[config.mk]
export PLATFORM = sky130hd
export DESIGN_NAME = dual_serial_host_port
export DESIGN_NICKNAME = d
export VERILOG_FILES = /design/src/inc/host_port_pkg.sv /design/src/rtl/dual_serial_host_port.sv /design/src/rtl/sync_two_ff.sv
export SDC_FILE = /design/constraint.sdc
export NUM_CORES = 1
export LEC_CHECK = 0
export BUFFER_PORTS_ARGS = -buffer_cell sky130_fd_sc_hd__buf_2
export CAP_MARGIN = 40
export CORE_ASPECT_RATIO = 1.5
export CORE_MARGIN = 1.5
export CORE_UTILIZATION = 53
export CTS_BUF_LIST = sky130_fd_sc_hd__clkbuf_4 sky130_fd_sc_hd__clkbuf_8
export DETAILED_ROUTE_END_ITERATION = 10
export PLACE_DENSITY_LB_ADDON = 0.05
export SYNTH_ARGS = -nofsm -noshare
export SYNTH_HDL_FRONTEND = slang
export SYNTH_SLANG_ARGS = --single-unit
[constraint.sdc]
create_clock -name i_clk_sys -period 5.5 [get_ports i_clk_sys]
set_input_delay 0.55 -clock i_clk_sys [delete_from_list [all_inputs] [get_ports i_clk_sys]]
set_output_delay 0.55 -clock i_clk_sys [all_outputs]
set_load 0.03 [all_outputs]
[src/inc/host_port_pkg.sv]
package host_port_pkg;

   // strap level codes from the three-level pad sense
   localparam logic [1:0] STRAP_LOW = 2'h0;
   localparam logic [1:0] STRAP_FLOAT = 2'h1;
   localparam logic [1:0] STRAP_HIGH = 2'h2;

   // seven-bit two-wire addresses chosen by the strap
   localparam logic [6:0] ADDR_STRAP_LOW = 7'h48;
   localparam logic [6:0] ADDR_STRAP_FLOAT = 7'h4a;
   localparam logic [6:0] ADDR_STRAP_HIGH = 7'h4b;

   // valid transfers seen before the one that latches the address
   localparam logic [1:0] VALID_BEFORE_LATCH = 2'h1;

   // bit counters
   localparam logic [2:0] SPI_BIT_LAST = 3'h7;
   localparam logic [3:0] I2C_BIT_LAST = 4'h7;
   localparam logic [3:0] I2C_ACK_SLOT = 4'h8;

   // converter channels behind the load strobe
   localparam int NUM_CHAN = 4;
   localparam int CHAN_WIDTH = 10;

   // least load strobe low time, in ns and in system clocks
   localparam int CLK_PERIOD_PS = 5000;
   localparam int LOAD_MIN_NS = 20;
   localparam int LOAD_MIN_CYC = (LOAD_MIN_NS * 1000 + CLK_PERIOD_PS - 1) / CLK_PERIOD_PS;

   // raw pad levels, synchronised as one bundle
   typedef struct packed {
      logic cs_n;
      logic scl;
      logic sda;
      logic load_n;
      logic [1:0] strap;
   } pin_bundle_type;

   // received byte towards the register side
   typedef struct packed {
      logic [7:0] data;
      logic valid;
      logic from_i2c;
   } rx_type;

   // one word per converter channel
   typedef logic [NUM_CHAN-1:0][CHAN_WIDTH-1:0] chan_data_type;

   // two-wire slave states
   typedef enum logic [2:0] {
      I2C_IDLE = 3'b000,
      I2C_ADDR = 3'b001,
      I2C_WR = 3'b010,
      I2C_ACK = 3'b011,
      I2C_RD = 3'b100,
      I2C_RACK = 3'b101
   } i2c_state_type;

endpackage

[src/rtl/dual_serial_host_port.sv]
`timescale 1ns/1ps
module dual_serial_host_port
   import host_port_pkg::*;
(
   // clock and reset
   input wire logic i_clk_sys,
   input wire logic i_rst,
   // serial pins
   input wire logic i_cs_n,
   input wire logic i_scl,
   input wire logic i_sda_in,
   output logic o_sda_out,
   output logic o_sda_oe,
   output logic o_dout_out,
   output logic o_dout_oe,
   input wire logic [1:0] i_addr_strap,
   // byte stream to and from the register side
   input wire logic [7:0] i_tx_byte,
   output logic o_tx_take,
   output rx_type o_rx,
   output logic [6:0] o_bus_addr,
   output logic o_addr_latched,
   // output load strobe and channel registers
   input wire logic i_output_load_strobe_n,
   input wire logic i_strobe_pin_enable_bit,
   input wire logic [NUM_CHAN-1:0] i_input_new,
   input wire chan_data_type i_input_data,
   output logic [NUM_CHAN-1:0] o_input_taken,
   output chan_data_type o_out_data,
   // limit interrupt
   input wire logic [2:0] i_limit_exceeded,
   input wire logic i_int_active_high,
   output logic o_int_out,
   output logic o_int_oe
);

   pin_bundle_type pins_raw; // pads as they arrive
   pin_bundle_type pins_s; // pads after two flops
   logic scl_d, sda_d, cs_d, load_d; // previous synced levels
   logic scl_rise, scl_fall, cs_fall, load_fall; // edge events
   logic i2c_on, spi_on, start_cond, stop_cond; // link mode and frame marks

   // two-wire slave state
   i2c_state_type state, next_state;
   logic [3:0] i2c_cnt, next_i2c_cnt;
   logic [7:0] i2c_shift, next_i2c_shift;
   logic sda_oe, next_sda_oe;
   logic rw, next_rw;
   logic flag, next_flag; // address match, later master ack
   logic i2c_fire, i2c_take, addr_hit;
   logic [7:0] i2c_byte;

   // address latch state
   logic [1:0] valid_cnt, next_valid_cnt;
   logic latched, next_latched;
   logic [6:0] held, next_held, addr_live, addr_eff;

   // four-wire shifter state
   logic [2:0] in_cnt, next_in_cnt, out_cnt, next_out_cnt;
   logic [7:0] spi_in, next_spi_in, spi_out, next_spi_out;
   logic dout_oe, next_dout_oe;
   logic spi_fire, spi_take;

   // output side registers
   rx_type next_rx;
   chan_data_type next_out_data;
   logic [NUM_CHAN-1:0] next_taken;
   logic next_int_oe;

   // all pads pass two flops before use
   assign pins_raw = {i_cs_n, i_scl, i_sda_in, i_output_load_strobe_n, i_addr_strap};

   sync_two_ff #(
      .WIDTH($bits(pin_bundle_type))
   ) u_pad_sync (
      .i_clk_sys(i_clk_sys),
      .i_rst(i_rst),
      .i_async(pins_raw),
      .o_sync(pins_s)
   );

   // previous levels for edge detection
   always_ff @(posedge i_clk_sys or posedge i_rst)
   begin
      if (i_rst)
      begin
         scl_d <= 1'b1;
         sda_d <= 1'b1;
         cs_d <= 1'b1;
         load_d <= 1'b1;
      end
      else
      begin
         scl_d <= pins_s.scl;
         sda_d <= pins_s.sda;
         cs_d <= pins_s.cs_n;
         load_d <= pins_s.load_n;
      end
   end

   // chip select steers the shared pins
   assign i2c_on = pins_s.cs_n;
   assign spi_on = ~pins_s.cs_n;
   // sampling at system rate covers both bus speeds
   assign scl_rise = pins_s.scl & ~scl_d;
   assign scl_fall = ~pins_s.scl & scl_d;
   assign cs_fall = cs_d & ~pins_s.cs_n;
   assign start_cond = i2c_on & pins_s.scl & scl_d & sda_d & ~pins_s.sda;
   assign stop_cond = i2c_on & pins_s.scl & scl_d & ~sda_d & pins_s.sda;
   assign i2c_byte = {i2c_shift[6:0], pins_s.sda};

   always_comb
   begin
      case (pins_s.strap)
         STRAP_LOW: addr_live = ADDR_STRAP_LOW;
         STRAP_FLOAT: addr_live = ADDR_STRAP_FLOAT;
         STRAP_HIGH: addr_live = ADDR_STRAP_HIGH;
         default: addr_live = ADDR_STRAP_FLOAT;
      endcase
   end

   // once latched the strap no longer matters
   assign addr_eff = latched ? held : addr_live;

   // two-wire slave next state
   always_comb
   begin
      next_state = state;
      next_i2c_cnt = i2c_cnt;
      next_i2c_shift = i2c_shift;
      next_sda_oe = sda_oe;
      next_rw = rw;
      next_flag = flag;
      i2c_fire = 1'b0;
      i2c_take = 1'b0;
      addr_hit = 1'b0;
      if (!i2c_on)
      begin
         // four-wire frame: two-wire side stays quiet
         next_state = I2C_IDLE;
         next_sda_oe = 1'b0;
      end
      else if (start_cond)
      begin
         next_state = I2C_ADDR;
         next_i2c_cnt = '0;
         next_sda_oe = 1'b0;
      end
      else if (stop_cond)
      begin
         next_state = I2C_IDLE;
         next_sda_oe = 1'b0;
      end
      else
      begin
         case (state)
            I2C_ADDR, I2C_WR:
            begin
               // shift in on rising clock
               if (scl_rise)
               begin
                  next_i2c_shift = i2c_byte;
                  next_i2c_cnt = i2c_cnt + 4'h1;
                  if (i2c_cnt == I2C_BIT_LAST && state == I2C_ADDR)
                  begin
                     next_flag = (i2c_shift[6:0] == addr_eff);
                     next_rw = pins_s.sda;
                     addr_hit = (i2c_shift[6:0] == addr_eff);
                  end
                  else if (i2c_cnt == I2C_BIT_LAST)
                  begin
                     i2c_fire = 1'b1;
                  end
               end
               // acknowledge slot after the eighth bit
               else if (scl_fall && i2c_cnt == I2C_ACK_SLOT)
               begin
                  if (state == I2C_WR || flag)
                  begin
                     next_sda_oe = 1'b1;
                     next_state = I2C_ACK;
                  end
                  else
                  begin
                     next_state = I2C_IDLE;
                  end
               end
            end
            I2C_ACK, I2C_RACK:
            begin
               // master acknowledge after a read byte
               if (scl_rise && state == I2C_RACK)
               begin
                  next_flag = ~pins_s.sda;
               end
               else if (scl_fall)
               begin
                  next_i2c_cnt = '0;
                  if (rw && (state == I2C_ACK || flag))
                  begin
                     next_i2c_shift = i_tx_byte;
                     i2c_take = 1'b1;
                     next_sda_oe = ~i_tx_byte[7];
                     next_state = I2C_RD;
                  end
                  else
                  begin
                     next_sda_oe = 1'b0;
                     next_state = rw ? I2C_IDLE : I2C_WR;
                  end
               end
            end
            I2C_RD:
            begin
               // next bit out on each falling clock
               if (scl_fall)
               begin
                  next_i2c_cnt = i2c_cnt + 4'h1;
                  if (i2c_cnt == I2C_BIT_LAST)
                  begin
                     next_sda_oe = 1'b0;
                     next_state = I2C_RACK;
                  end
                  else
                  begin
                     next_i2c_shift = {i2c_shift[6:0], 1'b0};
                     next_sda_oe = ~i2c_shift[6];
                  end
               end
            end
            default:
            begin
               next_state = I2C_IDLE;
            end
         endcase
      end
   end

   // count matched addresses, latch on the second
   always_comb
   begin
      next_valid_cnt = valid_cnt;
      next_latched = latched;
      next_held = held;
      if (addr_hit && !latched)
      begin
         next_valid_cnt = valid_cnt + 2'h1;
         if (valid_cnt == VALID_BEFORE_LATCH)
         begin
            next_latched = 1'b1;
            next_held = addr_live;
         end
      end
   end

   // four-wire shifter, in on rise, out on fall
   always_comb
   begin
      next_in_cnt = in_cnt;
      next_out_cnt = out_cnt;
      next_spi_in = spi_in;
      next_spi_out = spi_out;
      spi_fire = 1'b0;
      spi_take = 1'b0;
      if (!spi_on)
      begin
         next_in_cnt = '0;
         next_out_cnt = '0;
      end
      else if (cs_fall)
      begin
         next_spi_out = i_tx_byte;
         spi_take = 1'b1;
      end
      else
      begin
         if (scl_rise)
         begin
            next_spi_in = {spi_in[6:0], pins_s.sda};
            next_in_cnt = in_cnt + 3'h1;
            spi_fire = (in_cnt == SPI_BIT_LAST);
         end
         if (scl_fall)
         begin
            next_out_cnt = out_cnt + 3'h1;
            if (out_cnt == SPI_BIT_LAST)
            begin
               next_spi_out = i_tx_byte;
               spi_take = 1'b1;
            end
            else
            begin
               next_spi_out = {spi_out[6:0], 1'b0};
            end
         end
      end
      // release the output whenever chip select is high
      next_dout_oe = spi_on & ~next_spi_out[7];
   end

   // serial state registers
   always_ff @(posedge i_clk_sys or posedge i_rst)
   begin
      if (i_rst)
      begin
         state <= I2C_IDLE;
         i2c_cnt <= '0;
         i2c_shift <= '0;
         sda_oe <= 1'b0;
         rw <= 1'b0;
         flag <= 1'b0;
         valid_cnt <= '0;
         latched <= 1'b0;
         held <= '0;
         in_cnt <= '0;
         out_cnt <= '0;
         spi_in <= '0;
         spi_out <= '0;
         dout_oe <= 1'b0;
      end
      else
      begin
         state <= next_state;
         i2c_cnt <= next_i2c_cnt;
         i2c_shift <= next_i2c_shift;
         sda_oe <= next_sda_oe;
         rw <= next_rw;
         flag <= next_flag;
         valid_cnt <= next_valid_cnt;
         latched <= next_latched;
         held <= next_held;
         in_cnt <= next_in_cnt;
         out_cnt <= next_out_cnt;
         spi_in <= next_spi_in;
         spi_out <= next_spi_out;
         dout_oe <= next_dout_oe;
      end
   end

   // received bytes, load transfer and interrupt level
   always_comb
   begin
      next_rx.data = i2c_fire ? i2c_byte : {spi_in[6:0], pins_s.sda};
      next_rx.valid = i2c_fire | spi_fire;
      next_rx.from_i2c = i2c_fire;
      next_out_data = o_out_data;
      next_taken = '0;
      // edge copies every channel with new data
      for (int ch = 0; ch < NUM_CHAN; ch++)
      begin
         if (load_fall && i_input_new[ch])
         begin
            next_out_data[ch] = i_input_data[ch];
            next_taken[ch] = 1'b1;
         end
      end
      // pull the pin low when the asserted level is low
      next_int_oe = i_int_active_high ? ~(|i_limit_exceeded) : (|i_limit_exceeded);
   end

   assign load_fall = load_d & ~pins_s.load_n & i_strobe_pin_enable_bit;

   // output registers
   always_ff @(posedge i_clk_sys or posedge i_rst)
   begin
      if (i_rst)
      begin
         o_rx <= '0;
         o_out_data <= '0;
         o_input_taken <= '0;
         o_int_oe <= 1'b0;
      end
      else
      begin
         o_rx <= next_rx;
         o_out_data <= next_out_data;
         o_input_taken <= next_taken;
         o_int_oe <= next_int_oe;
      end
   end

   // open-drain pads only ever pull low
   assign o_sda_out = 1'b0;
   assign o_dout_out = 1'b0;
   assign o_int_out = 1'b0;
   assign o_sda_oe = sda_oe;
   assign o_dout_oe = dout_oe;
   assign o_tx_take = i2c_take | spi_take;
   assign o_bus_addr = addr_eff;
   assign o_addr_latched = latched;

   // checks
   chk_dout_release: assert property (@(posedge i_clk_sys) disable iff (i_rst)
      pins_s.cs_n |=> !o_dout_oe) else $error("data output driven with chip select high");
   chk_addr_latch: assert property (@(posedge i_clk_sys) disable iff (i_rst)
      $rose(latched) |-> $past(addr_hit) && $past(valid_cnt) == VALID_BEFORE_LATCH)
      else $error("address latched at the wrong transfer");
   chk_addr_hold: assert property (@(posedge i_clk_sys) disable iff (i_rst)
      latched |=> latched && $stable(o_bus_addr)) else $error("latched address moved");
   chk_strap_map: assert property (@(posedge i_clk_sys) disable iff (i_rst)
      (!latched && pins_s.strap == STRAP_HIGH) |-> o_bus_addr == ADDR_STRAP_HIGH)
      else $error("strap high gives wrong address");
   chk_load_copy: assert property (@(posedge i_clk_sys) disable iff (i_rst)
      (load_fall && i_input_new[0]) |=> o_input_taken[0] && o_out_data[0] == $past(i_input_data[0]))
      else $error("load strobe did not copy channel");
   chk_load_gate: assert property (@(posedge i_clk_sys) disable iff (i_rst)
      !i_strobe_pin_enable_bit |=> o_input_taken == '0) else $error("load while pin disabled");
   chk_int_level: assert property (@(posedge i_clk_sys) disable iff (i_rst)
      (|i_limit_exceeded && !i_int_active_high) |=> o_int_oe) else $error("interrupt not pulled low");
   chk_int_idle: assert property (@(posedge i_clk_sys) disable iff (i_rst)
      (!(|i_limit_exceeded) && !i_int_active_high) |=> !o_int_oe) else $error("interrupt pulled when idle");
   chk_i2c_quiet: assert property (@(posedge i_clk_sys) disable iff (i_rst)
      !pins_s.cs_n |=> !o_sda_oe && state == I2C_IDLE) else $error("two-wire active in four-wire frame");
   chk_spi_byte: assert property (@(posedge i_clk_sys) disable iff (i_rst)
      (o_rx.valid && !o_rx.from_i2c) |-> $past(spi_on) && $past(scl_rise) && $past(in_cnt) == SPI_BIT_LAST)
      else $error("four-wire byte outside rising edge");
   cov_addr_ack: cover property (@(posedge i_clk_sys) state == I2C_ADDR ##[1:1000] state == I2C_ACK);
   cov_latch: cover property (@(posedge i_clk_sys) $rose(latched));
   cov_spi_byte: cover property (@(posedge i_clk_sys) o_rx.valid && !o_rx.from_i2c);
   cov_load: cover property (@(posedge i_clk_sys) |o_input_taken);

endmodule // dual_serial_host_port

[src/rtl/sync_two_ff.sv]
`timescale 1ns/1ps
module sync_two_ff #(
   parameter int WIDTH = 1
) (
   // clock and reset
   input wire logic i_clk_sys,
   input wire logic i_rst,
   // asynchronous levels in, synchronised levels out
   input wire logic [WIDTH-1:0] i_async,
   output logic [WIDTH-1:0] o_sync
);

   // first stage, read only by the second stage
   logic [WIDTH-1:0] meta;

   // two flops in series per bit
   always_ff @(posedge i_clk_sys or posedge i_rst)
   begin
      if (i_rst)
      begin
         // pads idle high, so no false edge follows reset
         meta <= '1;
         o_sync <= '1;
      end
      else
      begin
         meta <= i_async;
         o_sync <= meta;
      end
   end

endmodule // sync_two_ff

* After elaboration in Yosys (flattened, before gate mapping)
Index checks and enable logic that the tools add are counted.
Word-level totals: register bits 120, output and inout bits 69, logic and storage cells 216, input bits 65
Operators by class: reduce and logical (&&, ||, !) cells 33, bitwise logic cells 27, multiplexer cells 88, equal/unequal tests 34, add/sub/neg operators 4
Operators with widths (count):
- 7-bit 2-to-1 mux | 7
- 3-bit 2-to-1 mux | 16
- 1-bit 2-to-1 mux | 46
- 8-bit 2-to-1 mux | 5
- 5-bit != test, second input constant | 7
- 4-bit 2-to-1 mux | 6
- 7-bit case mux with 3 select lines | 1
- 7-bit AND reduction | 3
- 2-bit != test, second input constant | 9
- 1-bit inverter | 13
- 1-bit AND | 12
- 3-bit == test, second input constant | 4
- 3-bit != test, second input constant | 4
- 4-bit case mux with 3 select lines | 1
- 6-bit AND reduction | 2
- 10-bit AND reduction | 1
- 1-bit logical AND | 9
- 3-bit case mux with 3 select lines | 1
- 2-bit AND reduction | 4
- 2-bit nonzero test | 4
- 7-bit == test | 1
- 3-bit by 1-bit adder with 3-bit output, second input constant | 2
- 3-bit by 2-bit == test with 1-bit output, second input constant | 2
- 6-bit != test, second input constant | 1
- other kinds (21) | 25

* Logic depth before layout (Yosys ltp)
word-level depth 12, mapped depth 7, mapped depth without buffers 7

* Modules after synthesis
A second synthesis with hierarchy kept.
Second synthesis, totals: cell total of the unflattened synthesis 400, area, all modules 5038.6 µm²
Modules (own cells, without submodules):
- dual_serial_host_port | cells an instance 387, area each 4719.5 µm², times used 1, sequential area each 2582.5 µm²
- sync_two_ff | cells an instance 13, area each 319.1 µm², times used 1, sequential area each 315.3 µm²

* Least setup slack after synthesis
OpenSTA, ideal clock, no wires.
path kind register to output, start register u_pad_sync.o_sync[5], end output o_tx_take, data arrival time 1673 ps, data required time 4950 ps, stages on the path, launching flop included 5, path buffers 2, path slack 3277 ps, path through dfstp_2 clkbuf_1 clkbuf_1 nand2_1 o22ai_1
On the way: word-level cells in the longest chain between the ends 8, elaborated cells on any way between the ends 14, classes of those cells mux: 5; bitwise: 9
RTL lines:
- start, declared | line sync_two_ff.sv:10 | output logic [WIDTH-1:0] o_sync
- start signal, assigned | line sync_two_ff.sv:28 | o_sync <= meta;
- 1-bit AND (2 in a row) | line dual_serial_host_port.sv:108, dual_serial_host_port.sv:109
- 1-bit AND (2 in a row) | line dual_serial_host_port.sv:109 | assign stop_cond = i2c_on & pins_s.scl & scl_d & ~sda_d & pins_s.sda;
- 1-bit 2-to-1 mux | line dual_serial_host_port.sv:149 | else if (stop_cond)
- 1-bit 2-to-1 mux | line dual_serial_host_port.sv:143 | else if (start_cond)
- 1-bit 2-to-1 mux | line dual_serial_host_port.sv:137 | if (!i2c_on)
- 1-bit OR (*) | line dual_serial_host_port.sv:388 | assign o_tx_take = i2c_take | spi_take;
- end, declared | line dual_serial_host_port.sv:19 | output logic o_tx_take,
Every way passes the cells marked *; elsewhere a longest branch is shown, timed or not.

* Final worst setup path
start register state[2], end output o_tx_take
On the way: word-level cells in the longest chain between the ends 11, elaborated cells on any way between the ends 14, classes of those cells eq/ne: 2; mux: 7; bitwise: 1; reduce/logical: 4
RTL lines:
- start, declared | line dual_serial_host_port.sv:44 | i2c_state_type state, next_state;
- start signal, assigned | line dual_serial_host_port.sv:323 | state <= next_state;
- 3-bit by 2-bit == test with 1-bit output | line dual_serial_host_port.sv:156, dual_serial_host_port.sv:199
- 1-bit logical OR | line dual_serial_host_port.sv:199 | if (rw && (state == I2C_ACK || flag))
- 1-bit logical AND | line dual_serial_host_port.sv:199
- 1-bit 2-to-1 mux | line dual_serial_host_port.sv:199
- 1-bit 2-to-1 mux | line dual_serial_host_port.sv:196 | else if (scl_fall)
- 1-bit 2-to-1 mux | line dual_serial_host_port.sv:192 | if (scl_rise && state == I2C_RACK)
- 1-bit 2-to-1 mux (*) | line dual_serial_host_port.sv:156 | case (state)
- 1-bit 2-to-1 mux (*) | line dual_serial_host_port.sv:149
- 1-bit 2-to-1 mux (*) | line dual_serial_host_port.sv:143
- 1-bit 2-to-1 mux (*) | line dual_serial_host_port.sv:137
- 1-bit OR (*) | line dual_serial_host_port.sv:388
Marked as above.

==> flow_results.org <==
** Timing
- For the final database, setup skew stands at 0.00893 ns.
- For the pin with the worst max-slew slack, the measured transition is 0.680 ns.
- Setup repair after global routing left no endpoint under its margin.
- Summed over all failing endpoints, the final setup total negative slack is 0 ns.
- In the finished design, the share of the clock period the worst path needs comes to 0.476.
- Final hold violation count :: 0
- Across all setup checks in the final design, the least slack found is 2.88 ns.
- Post-Route Hold Slack :: 0.0799 ns
- Setup violations remaining at the end of the flow were counted as 0.
- Clock period minus worst slack :: 2.62 ns
- The max-slew violation total from the final report came to 0.
- Relative slew slack :: 0.543
- For this run, the top clock speed supported by timing is 0.382 GHz.

** Worst setup path
- For the worst setup path, the data required time is 4.95 ns.
- Slowest-stage cell, CP :: sky130_fd_sc_hd__dfrtp_1
- Largest fanout on the critical path :: 20
- At the worst endpoint, the arrival time is 2.07 ns.
- On the worst path, the slowest cell contributes a delay of 0.72 ns.
- The worst setup path is launched from a flip-flop.
- Walking the worst path, the cells encountered are nand2b_1 > o21ai_0 > nand2_1 > o22ai_1 > buf_2.
- Critical Path End Type :: output port
- The critical path in this run is classified as flip-flop to output port.

** Power
- Internal power component :: 1700 uW
- Power spread over the standard cell area amounts to 421 nW/um^2.
- Total net switching power :: 901 uW
- The analysis attributes to cell leakage a power of 0.00306 uW.
- Of the total power, the share spent switching nets is 0.347.
- Comb power frac :: 0.265
- Of the total power, the clock network draws 0.302.
- Across the VDD grid, the largest voltage drop is 258 uV.
- The share of total power dissipated in sequential elements is 0.433.

** Global route
- The via count of the first global-routing pass is 3637.
- Entering global routing, the biggest net connects 53 pins.
- Summed over all layers, the global routing overflow is 0.
- The first global-routing pass estimated 16.9 mm of wire.
- Initial antenna violation count :: 0
- In the global route stage, overall resource usage came out at 0.215.

** Synth
- Of the post-synthesis cell area, the dominant cell type holds 0.489.
- After synthesis the cells add up to 5060 um^2.
- Ys flop type :: sky130_fd_sc_hd__dfrtp_1
- After synthesis, the share of flip-flops with an asynchronous set or reset is 1.00.
- sky130_fd_sc_hd__dfrtp_1 is the most common cell in the netlist.
- Number of warnings reported in the yosys synthesis log :: 0
- Commonest cells in the netlist :: sky130_fd_sc_hd__dfrtp_1 (99), sky130_fd_sc_hd__mux2_2 (63), sky130_fd_sc_hd__nand2_1 (40)
- Number of synthesized flops with an enable pin :: 0
- Mean Syn Cell Area :: 12.0 um^2
- Yosys attributes the largest share of cell area to sky130_fd_sc_hd__dfrtp_1 (49%), sky130_fd_sc_hd__mux2_2 (14%), sky130_fd_sc_hd__dfstp_2 (8.3%), sky130_fd_sc_hd__nand2_1 (3.0%), sky130_fd_sc_hd__a21oi_1 (2.3%).
- After synthesis the netlist holds a flip-flop and latch count of 115.
- Most area-hungry cell type in the Yosys netlist :: sky130_fd_sc_hd__dfrtp_1
- After synthesis, the netlist uses 54 different library cells.
- Of the synthesized area, sequential elements account for 0.572.
- Number of standard cells after synthesis :: 423

** Route
- The detailed router placed 3609 vias in this run.
- Routed wire length :: 10.5 mm
- In the routed layout, each cell is associated on average with a via count of 5.35.
- Wire per inst :: 15.5 um
- First-pass iteration count of the detailed router :: 5
- Number of nets still failing antenna checks after routing :: 0
- The first routing iteration left 180 violations.
- After detailed routing, the number of remaining DRC violations is 0.

** Clocking
- Clock-pin slew reported for the worst setup and hold paths after clock tree synthesis :: 0.08 ns
- Clock Latency Late Sink :: 0.43 ns
- Counting along the longest clock path gives a buffer depth of 2.
- Once the clock tree was built, the resizer swapped 0 gates to a different size.
- # clock sinks :: 115
- Hold-fix buffers, CTS :: 0
- After clock tree synthesis, the setup repair step added 0 buffers.
- In this run the number of H-tree levels came out at 4.
- CTS Buf Count :: 17
- Clock tree from TritonCTS :: built
- Cell at the root of the clock tree :: sky130_fd_sc_hd__clkbuf_8

** Floorplanning
- The total area inside the core boundary comes to 9250 um^2.
- Number of standard-cell rows in the floorplan :: 43
- The floorplan step set the die width to 82.8 um.
- The floorplan step set the die height to 123 um.
- Area of the die :: 10200 um^2
- I/O Pins :: 134
- Initial standard-cell utilization of the core :: 0.547

** Worst hold path
- Class of the tightest hold or removal check :: primary input to asynchronous set/reset pin

** Placed design
- Total half-perimeter wirelength after legalization and detailed placement :: 7.74 mm
- Buffers placed on the I/O ports in this run total 125.
- Setup WS pre-CTS :: 3.18 ns
- Final weighted congestion in routability-driven placement :: 0.929

** Final layout
- Number of antenna repair diodes :: 0
- Of the cells placed in the final design, the portion with a size suffix greater than 1 is 0.444.
- Post-layout net count :: 622
- P&R area growth vs syn :: 21.9%

** Run status
- The run finished with clean final reports.

** Flow run
- Max-cap check violation count :: 0
==> final timing paths <==
kind | cells past startpoint | end | startpoint | slack (ns)
min in group i_clk_sys | 1 | u_pad_sync.meta[0]$_DFF_PP1_ | i_addr_strap[0] | 0.22
worst max register to register | 4 | o_rx[8]$_DFF_PP0_ | u_pad_sync.o_sync[4]$_DFF_PP1_ | 3.20
max in group asynchronous | 4 | sda_d$_DFF_PP1_ | i_rst | 4.26
worst min register to register | 0 | u_pad_sync.o_sync[3]$_DFF_PP1_ | u_pad_sync.meta[3]$_DFF_PP1_ | 0.35
worst max-delay path | 5 | o_tx_take | state[2]$_DFFE_PP0P_ | 2.88
worst min-delay path | 2 | o_out_data[36]$_DFFE_PP0P_ | i_rst | 0.08
==> area by class of cell <==
type | instances | area [um^2]
clock buffers | 19 | 255
fillers | 730 | 3080
well taps | 112 | 140
multi-input cells | 274 | 2010
clock inverters | 13 | 151
inverters | 15 | 58.8
flip-flops and latches | 115 | 2900
repair buffers | 127 | 661
==> routing by layer <==
layer | wire length, um | global-route usage | vias to the layer above | share of wire
met3 | 697 | 0.0726 | 20 | 0.067
met1 | 4080 | 0.240 | 1742 | 0.39
met4 | 280 | 0.117 | 0 | 0.027
met5 | 0 | 0 | - | 0
li1 | - | - | 1721 | -
met2 | 5400 | 0.365 | 126 | 0.52
==> flip-flops by register name, indices dropped and copies added (netlist names), 4 cells and up <==
register and cells:
i2c_cnt 4, i2c_shift 7, o_input_taken 4, o_out_data 40
o_rx 10, spi_in 7, spi_out 8, u_pad_sync.meta 6
u_pad_sync.o_sync 6
==> logic make-up after synthesis <==
family | synth area share
buffers and inverters | 0.0356
muxes | 0.155
DFF | 0.572
xor gates and xnor gates | 0.00865
adders and majority gates | 0.0173
other | 0.00148
and+or+nand+nor | 0.123
AOI/OAI and AO/OA | 0.0865
==> cells in the final DEF, fill, tap and decap left out, drive strengths merged, types with 6 or more instances in the layout <==
master    n
ha        7
clkbuf   19
o21ai    17
a21oi    23
a22oi     6
conb      8
inv      17
nor3      7
mux2i     6
buf     127
nor2     27
nand2    40
mux2     64
dfstp    16
nand2b    8
dfrtp    99
==> worst max-delay path, delay by kind of cell, from the launching register on <==
family / cells / cell delay, ns
flip-flops: 1 / 0.72
AO/OA/AOI/OAI: 2 / 0.23
buffers and inverters: 1 / 0.19
AND/OR/NAND/NOR: 2 / 0.50
==> through the flow <==
step / total power [uW] / utilization / cells / instance area (um^2)
after CTS: 2630 / 0.667 / 675 / 6170
after global routing: 2730 / 0.667 / 675 / 6170
after floorplan: 1630 / - / 429 / 5090
after global placement: 1810 / 0.620 / 642 / 5740
after detailed placement: 1830 / 0.623 / 643 / 5770
final: 2600 / 0.667 / 675 / 6170
==> power groups by stage <==
stage / clock network, uW / logic [uW] / registers, uW
finish: 785 / 690 / 1130
global route: 836 / 748 / 1150
CTS: 807 / 695 / 1130
detailed placement: 0 / 693 / 1140
global placement: 0 / 677 / 1130
floorplan: 0 / 374 / 1260
Power figures use the tool's default switching activity.
